### config.mk
export PLATFORM = sky130hd
export DESIGN_NAME = dram_host
export DESIGN_NICKNAME = d
export VERILOG_FILES = /design/src/logic/dram_host.v
export VERILOG_INCLUDE_DIRS = /design/src /design/src/logic
export SDC_FILE = /design/constraint.sdc
export NUM_CORES = 1
export LEC_CHECK = 0
export BUFFER_PORTS_ARGS = -buffer_cell sky130_fd_sc_hd__buf_4
export CAP_MARGIN = 10
export CORE_MARGIN = 2
export CORE_UTILIZATION = 35
export CTS_CLUSTER_DIAMETER = 40
export CTS_CLUSTER_SIZE = 14
export DETAILED_ROUTE_END_ITERATION = 6
export PLACE_DENSITY_LB_ADDON = 0.05
export SLEW_MARGIN = 20
export SYNTH_ARGS = -nofsm -noshare
export SYNTH_HDL_FRONTEND = slang
export SYNTH_SLANG_ARGS = --single-unit
### constraint.sdc
create_clock -name ref_clk -period 4.7 [get_ports ref_clk]
set_clock_uncertainty 0.05 [all_clocks]
set_input_delay 0.47 -clock ref_clk [delete_from_list [all_inputs] [get_ports ref_clk]]
set_output_delay 0.47 -clock ref_clk [all_outputs]
set_load 0.1 [all_outputs]
### src/logic/dram_host_regs.vh
/*
 * Constants for the DRAM calibration, termination and bank access controller:
 * register offsets, field positions, command codes and timing counts.
 * Assumes a 40 ns reference clock; every count below is in reference clock cycles.
 */
`ifndef DRAM_HOST_REGS_VH
`define DRAM_HOST_REGS_VH

// Register offsets.
`define REG_CMD          5'h00
`define REG_ADDR         5'h04
`define REG_CTRL         5'h08
`define REG_STAT         5'h0c

// Command register fields.
`define CMD_OP_LSB       0
`define CMD_BANK_LSB     4
`define CMD_AUTOPRE_BIT  6
`define CMD_CAL_LSB      7
`define CMD_CODE_LSB     10

// Command codes.
`define OP_ACT           3'h0
`define OP_READ          3'h1
`define OP_WRITE         3'h2
`define OP_PRE           3'h3
`define OP_MODE          3'h4
`define OP_EXT1          3'h5

// Calibration field values.
`define CAL_EXIT         3'h0
`define CAL_DRIVE_HIGH   3'h1
`define CAL_DRIVE_LOW    3'h2
`define CAL_ADJUST       3'h4
`define CAL_DEFAULT      3'h7

// Mode register and extended register one fields.
`define MODE_BL_LSB      0
`define MODE_BL4         3'h2
`define MODE_CL_LSB      4
`define EXT1_AL_LSB      3
`define EXT1_CAL_LSB     7

// Status register fields.
`define STAT_BUSY_BIT    0
`define STAT_ERR_BIT     1
`define STAT_OPEN_LSB    2
`define STAT_BL4_BIT     6
`define STAT_DQ_HI_BIT   7
`define STAT_DQ_LO_BIT   8

// Timing figures in ns and derived cycle counts (least times round up).
`define CLK_NS           40
`define T_RC_NS          55
`define T_RRD_NS         10
`define T_RCD_NS         15
`define T_AOFD_NS        100
`define T_MOD_MAX_NS     12
`define T_OIT_NS         12
`define T_RC_CYC         ((`T_RC_NS + `CLK_NS - 1) / `CLK_NS)
`define T_RRD_CYC        ((`T_RRD_NS + `CLK_NS - 1) / `CLK_NS)
`define T_RCD_CYC        ((`T_RCD_NS + `CLK_NS - 1) / `CLK_NS)
`define T_AOFD_CYC       ((`T_AOFD_NS + `CLK_NS - 1) / `CLK_NS)
`define T_MOD_CYC        ((`T_MOD_MAX_NS + `CLK_NS - 1) / `CLK_NS)
`define T_OIT_CYC        ((`T_OIT_NS + `CLK_NS - 1) / `CLK_NS)

`endif

### src/logic/dram_host.v
/*
 * Host-side controller for a four-bank DDR2 DRAM: bank activate, read, write and
 * precharge commands, mode register writes, driver impedance calibration and
 * termination value updates. Software reaches it over a plain register port.
 * Assumes the DRAM samples commands on the rising edge of mem_ck, which this
 * block makes by halving ref_clk. The write and read data paths are outside
 * this block; only the adjust code burst is driven here.
 */
// The implementer's own choices: the strobed register port and the address map.
`timescale 1ns/1ps
`include "dram_host_regs.vh"

module dram_host #(
    parameter [7:0] DRIVE_HOLD_CYC = 8'h10
) (
    // Clock and reset
    input  wire        ref_clk,
    input  wire        rstn,
    // Software register port
    input  wire [4:0]  reg_addr,
    input  wire [31:0] reg_wdata,
    input  wire        reg_wr,
    input  wire        reg_rd,
    output wire [31:0] reg_rdata,
    // DRAM command pins
    output wire        mem_ck,
    output wire        mem_cke,
    output wire        mem_cs_n,
    output wire        mem_ras_n,
    output wire        mem_cas_n,
    output wire        mem_we_n,
    output wire [1:0]  mem_ba,
    output wire [12:0] mem_a,
    output wire        mem_odt,
    // DRAM data lines
    output wire [15:0] mem_dq_o,
    output wire        mem_dq_oe,
    input  wire [15:0] mem_dq_i
);

    localparam [2:0] S_IDLE  = 3'h0;
    localparam [2:0] S_AOFD  = 3'h1;
    localparam [2:0] S_ISSUE = 3'h2;
    localparam [2:0] S_HOLD  = 3'h3;
    localparam [2:0] S_WAIT  = 3'h4;
    localparam [2:0] S_BURST = 3'h5;

    localparam [1:0] P_DONE = 2'h0;
    localparam [1:0] P_EXIT = 2'h1;
    localparam [1:0] P_ADJ  = 2'h2;

    localparam [31:0] TRC_W  = `T_RC_CYC;
    localparam [31:0] TRRD_W = `T_RRD_CYC;
    localparam [31:0] TRCD_W = `T_RCD_CYC;
    localparam [31:0] AOFD_W = `T_AOFD_CYC;
    localparam [31:0] MOD_W  = `T_MOD_CYC;
    localparam [31:0] OIT_W  = `T_OIT_CYC;

    reg        ck_ff;
    reg        cke_ff;
    reg        cs_n_ff;
    reg        ras_n_ff;
    reg        cas_n_ff;
    reg        we_n_ff;
    reg [1:0]  ba_ff;
    reg [12:0] a_ff;
    reg        odt_ff;
    reg [15:0] dq_o_ff;
    reg        dq_oe_ff;
    reg [31:0] rdata_ff;
    reg [15:0] dq_s1_ff;
    reg [15:0] dq_s2_ff;

    reg [2:0]  state_ff;
    reg [1:0]  post_ff;
    reg [7:0]  timer_ff;
    reg [2:0]  beat_ff;
    reg [2:0]  op_ff;
    reg [1:0]  bank_ff;
    reg        ap_ff;
    reg [2:0]  cal_ff;
    reg [3:0]  code_ff;
    reg [12:0] addr_ff;
    reg        odt_en_ff;
    reg        cke_en_ff;
    reg        odt_hold_ff;
    reg        err_ff;
    reg        bl4_ff;
    reg [2:0]  cl_ff;
    reg [2:0]  al_ff;
    reg [5:0]  rrd_ff;
    reg [5:0]  since_act_ff [0:3];
    reg [3:0]  open_ff;

    wire       cmd_wr   = reg_wr && (reg_addr == `REG_CMD);
    wire [2:0] w_op     = reg_wdata[`CMD_OP_LSB +: 3];
    wire [1:0] w_bank   = reg_wdata[`CMD_BANK_LSB +: 2];
    wire [2:0] w_cal    = reg_wdata[`CMD_CAL_LSB +: 3];
    wire [3:0] w_code   = reg_wdata[`CMD_CODE_LSB +: 4];
    wire       fire     = (state_ff == S_ISSUE) && ck_ff;
    wire [7:0] w_since  = {2'h0, since_act_ff[w_bank]};
    wire [7:0] al2      = {4'h0, al_ff, 1'b0};
    wire [7:0] wl2      = {3'h0, al_ff + cl_ff - 3'h1, 1'b0} - 8'h2;
    reg        cal_ok;
    reg        code_ok;
    reg        accept;

    always @* begin
        case (w_cal)
            `CAL_EXIT, `CAL_DRIVE_HIGH, `CAL_DRIVE_LOW, `CAL_ADJUST, `CAL_DEFAULT: cal_ok = 1'b1;
            default: cal_ok = 1'b0;
        endcase
        case (w_code)
            4'h0, 4'h1, 4'h2, 4'h4, 4'h8, 4'h5, 4'h6, 4'h9, 4'ha: code_ok = 1'b1;
            default: code_ok = 1'b0;
        endcase
        case (w_op)
            `OP_ACT:   accept = !open_ff[w_bank] && (w_since >= TRC_W[7:0])
                                && ({2'h0, rrd_ff} >= TRRD_W[7:0]);
            `OP_READ,
            `OP_WRITE: accept = open_ff[w_bank] && ((w_since + al2) >= TRCD_W[7:0]);
            `OP_PRE:   accept = 1'b1;
            `OP_MODE:  accept = (open_ff == 4'h0);
            `OP_EXT1:  accept = (open_ff == 4'h0) && cal_ok
                                && ((w_cal != `CAL_ADJUST) || (bl4_ff && code_ok));
            default:   accept = 1'b0;
        endcase
    end

    // Per-bank activate age and open state; ages saturate so an idle bank is always ready.
    genvar b;
    generate
        for (b = 0; b < 4; b = b + 1) begin : g_bank
            always @(posedge ref_clk or negedge rstn) begin
                if (!rstn) begin
                    since_act_ff[b] <= 6'h3f;
                    open_ff[b]      <= 1'b0;
                end else if (fire && (bank_ff == b)) begin
                    case (op_ff)
                        `OP_ACT: begin
                            since_act_ff[b] <= 6'h00;
                            open_ff[b]      <= 1'b1;
                        end
                        `OP_PRE: open_ff[b] <= 1'b0;
                        `OP_READ, `OP_WRITE: begin
                            if (ap_ff)
                                open_ff[b] <= 1'b0;
                            if (since_act_ff[b] != 6'h3f)
                                since_act_ff[b] <= since_act_ff[b] + 6'h01;
                        end
                        default: begin
                            if (since_act_ff[b] != 6'h3f)
                                since_act_ff[b] <= since_act_ff[b] + 6'h01;
                        end
                    endcase
                end else if (since_act_ff[b] != 6'h3f) begin
                    since_act_ff[b] <= since_act_ff[b] + 6'h01;
                end
            end
        end
    endgenerate

    always @(posedge ref_clk or negedge rstn) begin
        if (!rstn) begin
            rrd_ff <= 6'h3f;
        end else if (fire && (op_ff == `OP_ACT)) begin
            rrd_ff <= 6'h00;
        end else if (rrd_ff != 6'h3f) begin
            rrd_ff <= rrd_ff + 6'h01;
        end
    end

    always @(posedge ref_clk or negedge rstn) begin
        if (!rstn) begin
            dq_s1_ff <= 16'h0000;
            dq_s2_ff <= 16'h0000;
            rdata_ff <= 32'h0000_0000;
        end else begin
            dq_s1_ff <= mem_dq_i;
            dq_s2_ff <= dq_s1_ff;
            rdata_ff <= 32'h0000_0000;
            if (reg_rd) begin
                case (reg_addr)
                    `REG_CMD:  rdata_ff <= {18'h0, code_ff, cal_ff, ap_ff, bank_ff, 1'b0, op_ff};
                    `REG_ADDR: rdata_ff <= {19'h0, addr_ff};
                    `REG_CTRL: rdata_ff <= {30'h0, cke_en_ff, odt_en_ff};
                    `REG_STAT: rdata_ff <= {23'h0, (dq_s2_ff == 16'h0000), (dq_s2_ff == 16'hffff),
                                            bl4_ff, open_ff, err_ff, (state_ff != S_IDLE)};
                    default:   rdata_ff <= 32'h0000_0000;
                endcase
            end
        end
    end

    // Error flag: a refusal in the same cycle as a write-one-to-clear keeps the flag set.
    always @(posedge ref_clk or negedge rstn) begin
        if (!rstn)
            err_ff <= 1'b0;
        else if (cmd_wr && ((state_ff != S_IDLE) || !accept))
            err_ff <= 1'b1;
        else if (reg_wr && (reg_addr == `REG_STAT) && reg_wdata[`STAT_ERR_BIT])
            err_ff <= 1'b0;
    end

    always @(posedge ref_clk or negedge rstn) begin
        if (!rstn) begin
            ck_ff     <= 1'b0;
            cke_ff    <= 1'b0;
            odt_ff    <= 1'b0;
            addr_ff   <= 13'h0000;
            odt_en_ff <= 1'b0;
            cke_en_ff <= 1'b0;
        end else begin
            ck_ff  <= ~ck_ff;
            cke_ff <= cke_en_ff | odt_hold_ff;
            // Termination stays low from the start of an update until tMOD max has passed.
            odt_ff <= odt_en_ff & ~odt_hold_ff;
            if (reg_wr && (reg_addr == `REG_ADDR) && (state_ff == S_IDLE))
                addr_ff <= reg_wdata[12:0];
            if (reg_wr && (reg_addr == `REG_CTRL)) begin
                odt_en_ff <= reg_wdata[0];
                cke_en_ff <= reg_wdata[1];
            end
        end
    end

    always @(posedge ref_clk or negedge rstn) begin
        if (!rstn) begin
            state_ff    <= S_IDLE;
            post_ff     <= P_DONE;
            timer_ff    <= 8'h00;
            beat_ff     <= 3'h0;
            op_ff       <= `OP_PRE;
            bank_ff     <= 2'h0;
            ap_ff       <= 1'b0;
            cal_ff      <= `CAL_EXIT;
            code_ff     <= 4'h0;
            odt_hold_ff <= 1'b0;
            bl4_ff      <= 1'b0;
            cl_ff       <= 3'h3;
            al_ff       <= 3'h0;
            cs_n_ff     <= 1'b1;
            ras_n_ff    <= 1'b1;
            cas_n_ff    <= 1'b1;
            we_n_ff     <= 1'b1;
            ba_ff       <= 2'h0;
            a_ff        <= 13'h0000;
            dq_o_ff     <= 16'h0000;
            dq_oe_ff    <= 1'b0;
        end else begin
            case (state_ff)
                S_IDLE: begin
                    if (cmd_wr && accept) begin
                        op_ff   <= w_op;
                        bank_ff <= w_bank;
                        ap_ff   <= reg_wdata[`CMD_AUTOPRE_BIT];
                        cal_ff  <= w_cal;
                        code_ff <= w_code;
                        if (w_op == `OP_EXT1) begin
                            odt_hold_ff <= 1'b1;
                            timer_ff    <= AOFD_W[7:0];
                            state_ff    <= S_AOFD;
                        end else begin
                            state_ff <= S_ISSUE;
                        end
                    end
                end
                S_AOFD: begin
                    if (timer_ff != 8'h00)
                        timer_ff <= timer_ff - 8'h01;
                    else
                        state_ff <= S_ISSUE;
                end
                S_ISSUE: begin
                    // Pins change while mem_ck falls and stand a whole mem_ck cycle, centred on its rise.
                    if (ck_ff) begin
                        cs_n_ff  <= 1'b0;
                        ba_ff    <= bank_ff;
                        a_ff     <= addr_ff;
                        state_ff <= S_HOLD;
                        case (op_ff)
                            `OP_ACT: begin
                                {ras_n_ff, cas_n_ff, we_n_ff} <= 3'b011;
                            end
                            `OP_READ, `OP_WRITE: begin
                                {ras_n_ff, cas_n_ff} <= 2'b10;
                                we_n_ff <= (op_ff == `OP_READ);
                                a_ff    <= {2'h0, ap_ff, 1'b0, addr_ff[8:0]};
                            end
                            `OP_PRE: begin
                                {ras_n_ff, cas_n_ff, we_n_ff} <= 3'b010;
                                a_ff <= 13'h0000;
                            end
                            `OP_MODE: begin
                                {ras_n_ff, cas_n_ff, we_n_ff} <= 3'b000;
                                ba_ff  <= 2'h0;
                                bl4_ff <= (addr_ff[`MODE_BL_LSB +: 3] == `MODE_BL4);
                                cl_ff  <= addr_ff[`MODE_CL_LSB +: 3];
                            end
                            default: begin
                                {ras_n_ff, cas_n_ff, we_n_ff} <= 3'b000;
                                ba_ff <= 2'h1;
                                // Termination value rides in bits 2 and 6 of the stored word.
                                a_ff  <= {addr_ff[12:10], cal_ff, addr_ff[6:0]};
                                if (cal_ff != `CAL_ADJUST)
                                    al_ff <= addr_ff[`EXT1_AL_LSB +: 3];
                            end
                        endcase
                    end
                end
                S_HOLD: if (ck_ff) begin
                    {cs_n_ff, ras_n_ff, cas_n_ff, we_n_ff} <= 4'hf;
                    state_ff <= S_WAIT;
                    if (op_ff != `OP_EXT1) begin
                        state_ff <= S_IDLE;
                    end else if ((cal_ff == `CAL_DRIVE_HIGH) || (cal_ff == `CAL_DRIVE_LOW)) begin
                        timer_ff <= OIT_W[7:0] + DRIVE_HOLD_CYC;
                        post_ff  <= P_EXIT;
                    end else if (cal_ff == `CAL_ADJUST) begin
                        timer_ff <= wl2;
                        post_ff  <= P_ADJ;
                    end else if (cal_ff == `CAL_DEFAULT) begin
                        timer_ff <= MOD_W[7:0];
                        post_ff  <= P_EXIT;
                    end else begin
                        timer_ff <= MOD_W[7:0];
                        post_ff  <= P_DONE;
                    end
                end
                S_WAIT: begin
                    if (timer_ff != 8'h00) begin
                        timer_ff <= timer_ff - 8'h01;
                    end else if (post_ff == P_ADJ) begin
                        dq_o_ff  <= {16{code_ff[3]}};
                        dq_oe_ff <= 1'b1;
                        beat_ff  <= 3'h1;
                        state_ff <= S_BURST;
                    end else if (post_ff == P_EXIT) begin
                        cal_ff   <= `CAL_EXIT;
                        state_ff <= S_ISSUE;
                    end else begin
                        odt_hold_ff <= 1'b0;
                        state_ff    <= S_IDLE;
                    end
                end
                S_BURST: begin
                    if (beat_ff == 3'h4) begin
                        dq_oe_ff <= 1'b0;
                        cal_ff   <= `CAL_EXIT;
                        state_ff <= S_ISSUE;
                    end else begin
                        dq_o_ff <= {16{code_ff[3 - beat_ff[1:0]]}};
                        beat_ff <= beat_ff + 3'h1;
                    end
                end
                default: state_ff <= S_IDLE;
            endcase
        end
    end

    assign reg_rdata = rdata_ff;
    assign mem_ck    = ck_ff;
    assign mem_cke   = cke_ff;
    assign mem_cs_n  = cs_n_ff;
    assign mem_ras_n = ras_n_ff;
    assign mem_cas_n = cas_n_ff;
    assign mem_we_n  = we_n_ff;
    assign mem_ba    = ba_ff;
    assign mem_a     = a_ff;
    assign mem_odt   = odt_ff;
    assign mem_dq_o  = dq_o_ff;
    assign mem_dq_oe = dq_oe_ff;

endmodule // dram_host

**Word-level counts from Yosys, hierarchy flattened**

Memories as Yosys holds them, arrays and structs flattened.
Cells that the tools add are included.

- Register bits after elaboration: 190
- Memory bits (read-only): 16
- Bits of input ports: 57
- Output and inout port bits: 71
- Word-level logic and storage cells: 282
- Memories: 1

- Add/sub/neg operators: 12
- $lt $le $gt $ge: 6
- Equality and inequality tests: 60
- Multiplexer cells: 89
- Bitwise logic cells: 7
- Reduce and logical (&&, ||, !) cells: 67

Memories:

| name | depth | bits a word | read ports | clocked after Yosys merged registers in | wr ports | RTL line | source |
|---|---|---|---|---|---|---|---|
| (no name shown) | 16 | 1 | 1 | 0 | 0 | dram_host.v:113 | `case (w_code)` |

Operators with widths:

| kind | count |
|---|---|
| $mux 6 | 12 |
| $mux 8 | 7 |
| $pmux 14 s4 | 1 |
| $mux 16 | 3 |
| $mux 3 | 16 |
| $pmux 6 s2 | 4 |
| $pmux 13 s3 | 1 |
| $lt 32x3->1 const B | 1 |
| $ne 2x2->1 const B | 16 |
| $pmux 16 s2 | 1 |
| $add 6x1->6 const B | 5 |
| $eq 3x3->1 const B | 10 |
| $ne 6x6->1 const B | 5 |
| $eq 3x2->1 const B | 9 |
| $pmux 8 s3 | 1 |
| $reduce_and 6->1 | 4 |
| $mux 1 | 22 |
| $reduce_and 3->1 | 7 |
| $logic_and 1x1->1 | 20 |
| $pmux 3 s6 | 1 |
| $eq 16x16->1 const B | 1 |
| $logic_not 16->1 | 1 |
| $eq 3x1->1 const B | 5 |
| $mux 14 | 1 |
| other kinds (45) | 87 |

**Depth between registers and ports, before layout**

- Depth in word-level cells: 12
- Gate-level depth with buffers: 13
- Mapped depth without buffers: 11

**Worst setup path after synthesis**

Ideal clock, no wire load.

- Path type: in2reg
- Start: input reg_wdata[4]
- End: register bank_ff[0]
- Arrival: 3.119 ns
- Required time: 4.525 ns
- Path slack: 1.406 ns
- Cell stages on the path: 10
- Cell sequence: buf_6 mux4_2 ha_1 a21o_1 a21o_1 a2111oi_0 o311ai_2 nand3_1 buf_4 mux2_2

- Longest elaborated chain between the ends: 10
- Elaborated cells on any way between the ends: 16
- Those cells by class: add/sub: 1; order compare: 2; mux: 6; bitwise: 1; reduce/logical: 6

Ends and longest elaborated chain:

| what | RTL line | source |
|---|---|---|
| start: declaration | dram_host.v:21 | `input wire [31:0] reg_wdata,` |
| $not 2->3 (implied by the code) | dram_host.v:101 | `wire [7:0] w_since = {2'h0, since_act_ff[w_bank]};` |
| $bmux 6 s2 | dram_host.v:101 |  |
| $mux 6 (implied by the code) (2 in series) | dram_host.v:101 |  |
| $add 6x4->7 / $ge 6x2->1 (equally long branches) | dram_host.v:121, dram_host.v:118 |  |
| $ge 7x1->1 / $logic_and 1x1->1 (equally long branches) | dram_host.v:121, dram_host.v:118 |  |
| $logic_and 1x1->1, on equally long branches | dram_host.v:121, dram_host.v:119 |  |
| $pmux 1 s5 | dram_host.v:117 | `case (w_op)` |
| $logic_and 1x1->1 | dram_host.v:253 | `if (cmd_wr && accept) begin` |
| $reduce_and 2->1 (no line) | n/a |  |
| end signal: assignment | dram_host.v:255 | `bank_ff <= w_bank;` |
| end: declaration | dram_host.v:79 | `reg [1:0] bank_ff;` |

Several ways; a longest one is shown, not always the timed one. The select of a mux whose other input is x is not followed.
A chain may end at the register's enable or synchronous reset.

**Worst setup path after layout**

- Start: register since_act_ff[1] (netlist bit)
- End: register code_ff[3]

- Longest elaborated chain between the ends: 9
- Elaborated cells on any way between the ends: 12
- Those cells by class: add/sub: 1; order compare: 2; mux: 4; reduce/logical: 5

Ends and longest elaborated chain:

| what | RTL line | source |
|---|---|---|
| start: declaration | dram_host.v:92 | `reg [5:0] since_act_ff [0:3];` |
| start signal: indexed assignment | dram_host.v:149 | `since_act_ff[b] <= since_act_ff[b] + 6'h01;` |
| start signal: indexed assignment | dram_host.v:153 | `since_act_ff[b] <= since_act_ff[b] + 6'h01;` |
| start signal: indexed assignment | dram_host.v:157 | `since_act_ff[b] <= since_act_ff[b] + 6'h01;` |
| $bmux 6 s2 * | dram_host.v:101 |  |
| $mux 6 (implied by the code) * (2 in series) | dram_host.v:101 |  |
| $add 6x4->7 / $ge 6x2->1 (equally long branches) | dram_host.v:121, dram_host.v:118 |  |
| $ge 7x1->1 / $logic_and 1x1->1 (equally long branches) | dram_host.v:121, dram_host.v:118 |  |
| $logic_and 1x1->1, on equally long branches | dram_host.v:121, dram_host.v:119 |  |
| $pmux 1 s5 * | dram_host.v:117 |  |
| $logic_and 1x1->1 * | dram_host.v:253 |  |
| $reduce_and 2->1 (no line) * | n/a |  |
| end signal: assignment | dram_host.v:258 | `code_ff <= w_code;` |
| end: declaration | dram_host.v:82 | `reg [3:0] code_ff;` |

Every way passes the cells marked *; elsewhere a longest branch is shown, timed or not. The select of a mux whose other input is x is not followed.

==> flow_summary.json <==
{
  "routed-via-count": 5820,
  "grt_start_max_net_pins": 70,
  "hpwl_um": 14400,
  "average_cell_area_after_synthesis_sq_um": 10.3,
  "timing.hold.ws_ns": -0.00876,
  "slew_headroom_pct": 37.9,
  "postSynth.asyncResetShare_pct": 100,
  "final_min_period_over_clock_period_pct": 81.9,
  "first_iter_violations": 346,
  "place.gp.congestion": 0.816,
  "totalWireLength_um": 19800,
  "p_sw_share_pct": 43.0,
  "syn_to_final_growth_pct": 17.5,
  "cts-buffers-inserted": 17,
  "worstHoldPathType": "in2async",
  "violations": "hold timing",
  "yosysWarnings": 0,
  "htree_num_levels": 4,
  "synth_area_leader_cell": "dfrtp_1",
  "final_cells": 1115,
  "top_level_ports": 128,
  "grt_util_all_layers_pct": 17.7,
  "drtAntennaViolNets": 0,
  "setup_tns_ns": 0,
  "timing.final.setup_violations": 0,
  "synth_enable_flop_cells": 0,
  "yosys.cell_count.top_type": "dfrtp_1",
  "number_of_antenna_violations_at_the_first_check_in_global_routing": 0,
  "combPwrFrac_pct": 35.4,
  "post_synth_inst_count": 756,
  "timing_worst_slew_pin_value_ns": 0.929,
  "initial_util_pct": 35.6,
  "finalWorstPathRequiredPeriod_ns": 3.85,
  "worstPathRequired_ns": 4.97,
  "path_common_cell": "nand3_1",
  "yosys_most_used_dff": "dfrtp_1",
  "drc_errors": 0,
  "first_pass_grt_wire_length_um": 32700,
  "overflow": 0,
  "netlist.area_leader.share_pct": 38.3,
  "worst_ir_drop_vdd_mv": 0.247,
  "end_kind": "register",
  "standard_cell_with_the_maximum_stage_delay_on_the_critical_path": "a2111oi_0",
  "post-cts-setup-buffers": 0,
  "pre_cts_slack_ns": 0.607,
  "drive_above_1_share_pct": 26.0,
  "fp.coreArea_sq_mm": 0.0218,
  "die-width_um": 153,
  "max-cap-violations": 0,
  "nets": 898,
  "cell_area_after_technology_mapping_sq_mm": 0.00778,
  "unrepaired_setup_endpoints_after_global_routing": "no",
  "cts_resized": 0,
  "vias_in_the_first_global_route": 5960,
  "tritoncts": "yes",
  "floorplan.die.height_um": 153,
  "synth_seq_area_share_pct": 51.1,
  "worstPathMaxFanout": 11,
  "placedCellCount": 1083,
  "power.clock.fraction_pct": 26.2,
  "worst-setup-path-type": "reg2reg",
  "tritoncts_num_sinks": 157,
  "final_hold_viol_count": 8,
  "power_leakage_nw": 4.19,
  "outcome": "complete, but fails checks",
  "count_of_antenna_diodes_in_the_layout": 0,
  "clock_tree_root_buffer_cell": "clkbuf_16",
  "power-per-cell-area_mw_per_mm2": 588,
  "timing.final.max_slew_violations": 0,
  "net-switching-power_mw": 2.31,
  "arrival_time_of_the_worst_setup_path_ns": 4.12,
  "crit_path_cell_trace": "mux4_2 > ha_1 > inv_1 > fa_1 > xor2_1 > nand3_1 > a2111oi_0 > o311ai_2 > nand3_1 > mux2_2",
  "synth_cell_type_count": 61,
  "ys_top_cells_by_count": "dfrtp_1, nand2_1, nor2_1",
  "synth_area_leaders": "dfrtp_1, dfstp_2, mux2_2",
  "vias_per_std_cell": 5.22,
  "sequentialPowerShare_pct": 38.4,
  "clk_pin_slew_ns": 0.07,
  "standard_cell_row_count": 54,
  "power_report.internal_total_mw": 3.06,
  "worstSkewPairLatency_ns": 0.44,
  "layout.filler_cells": 2137,
  "final_critical_path_setup_slack_ns": 0.851,
  "dieArea_sq_mm": 0.0234,
  "ys_ff_latch": 157,
  "io_buffers": 91,
  "cts_hold_repair.buffers": 0,
  "detail_route.wl_per_cell_um": 17.8,
  "max_stage_delay_ns": 0.66,
  "drt-pass1-iter-count": 5,
  "max_frequency_mhz": 260,
  "crit_path_start_kind": "register",
  "cts_max_path_buffers": 2
}
## cell usage in the layout (no fill, tap or decap), types with 3 or more instances in the layout
master     count
inv_8          4
nand2b_1       9
o2bb2ai_1      3
or2_2          9
buf_4         94
o21ai_0       51
inv_6          3
a31oi_1       11
clkbuf_16     17
nor2b_1        8
a32o_1         3
a211oi_1       6
xor2_1         9
a21oi_1       34
o31ai_1       13
and3_1        12
mux2i_1       11
nand4_1        7
mux4_2         9
clkinv_8       4
a21o_1         4
a311oi_1       3
a22o_1         7
nor2_1        57
nor3_1        17
or4_1          3
nor3b_1        6
nand2_1       84
dfstp_2       38
dfrtp_1      119
xnor2_1        5
inv_1         27
conb_1        18
nor4_1         8
nand3_1       33
o41ai_1        3
mux2_2        28
nand3b_1       8
ha_1          18
## final timing paths
path / from / to / slack (ns) / cells after the start
max in group asynchronous: rstn / addr_ff[9] / 3.50 / 2
min in group ref_clk: mem_dq_i[11] / dq_s1_ff[11] / 0.08 / 1
worst min-delay path: rstn / beat_ff[2] / -0.009 / 1
worst max register to register: since_act_ff[1] / code_ff[3] / 0.85 / 10
worst min register to register: dq_s1_ff[14] / dq_s2_ff[14] / 0.30 / 0
worst max-delay path: since_act_ff[1] / code_ff[3] / 0.85 / 10
## sequential cells by signal, summed over array words and instances (netlist names), 4 cells and up
| name | cells |
|---|---|
| since_act_ff | 24 |
| code_ff | 4 |
| rrd_ff | 6 |
| timer_ff | 8 |
| open_ff | 4 |
| dq_s2_ff | 16 |
| mem_a | 13 |
| reg_rdata | 14 |
| addr_ff | 13 |
| dq_s1_ff | 16 |
## worst max-delay path, delay by kind of cell (launching register included)
kind	cells	cell delay, ns
buffers and inverters	1	0.07
flip-flops	1	0.59
AND/OR/NAND/NOR	2	0.67
multiplexers	2	0.66
adder cells (fa/ha/maj)	2	0.58
XOR/XNOR	1	0.18
AO/OA/AOI/OAI	2	0.94
## metal layers
metal  track usage [%]  share of wire [%]
met1              23.6                 45
met2              29.0                 49
met3              4.22                4.7
met4              4.76                1.4
met5                 0                  0
## layout make-up
class	count	area, sq um	area share [%]
well taps	280	350	3.83
repair buffers	95	717	7.85
clock buffers	17	425	4.65
inverters	27	101	1.11
multi-input cells	524	3380	37.0
flip-flops and latches	157	3980	43.5
clock inverters	15	186	2.04
## per-stage QoR
| step | instance area, sq um | total power, mW | util [%] |
|---|---|---|---|
| after floorplan | 7840 | 3.48 | - |
| after global placement | 8530 | 3.95 | 39.1 |
| after detailed placement | 8530 | 3.99 | 39.1 |
| after CTS | 9140 | 5.43 | 41.9 |
| after global routing | 9140 | 5.73 | 41.9 |
| final | 9140 | 5.37 | 41.9 |
## power by group through the flow
stage / clock network [mW] / registers (mW) / logic (mW)
after floorplan: 0 / 2.40 / 1.08
after global placement: 0 / 2.07 / 1.88
after detailed placement: 0 / 2.08 / 1.91
after CTS: 1.46 / 2.06 / 1.91
after global routing: 1.53 / 2.12 / 2.09
final: 1.41 / 2.06 / 1.90
## cells by family (layout without fill, tap and decap cells)
family | after synthesis | count (layout) | synth area share, %
xor+xnor | 14 | 14 | 1.58
compound gates | 153 | 153 | 12.6
flops | 157 | 157 | 51.1
other cells | 1 | 18 | 0.0482
mux | 49 | 49 | 8.27
fa+ha+maj | 20 | 20 | 3.28
buf+inv | 92 | 154 | 6.28
simple gates | 270 | 270 | 16.8
Note: power is estimated with default switching activity, not from simulation.
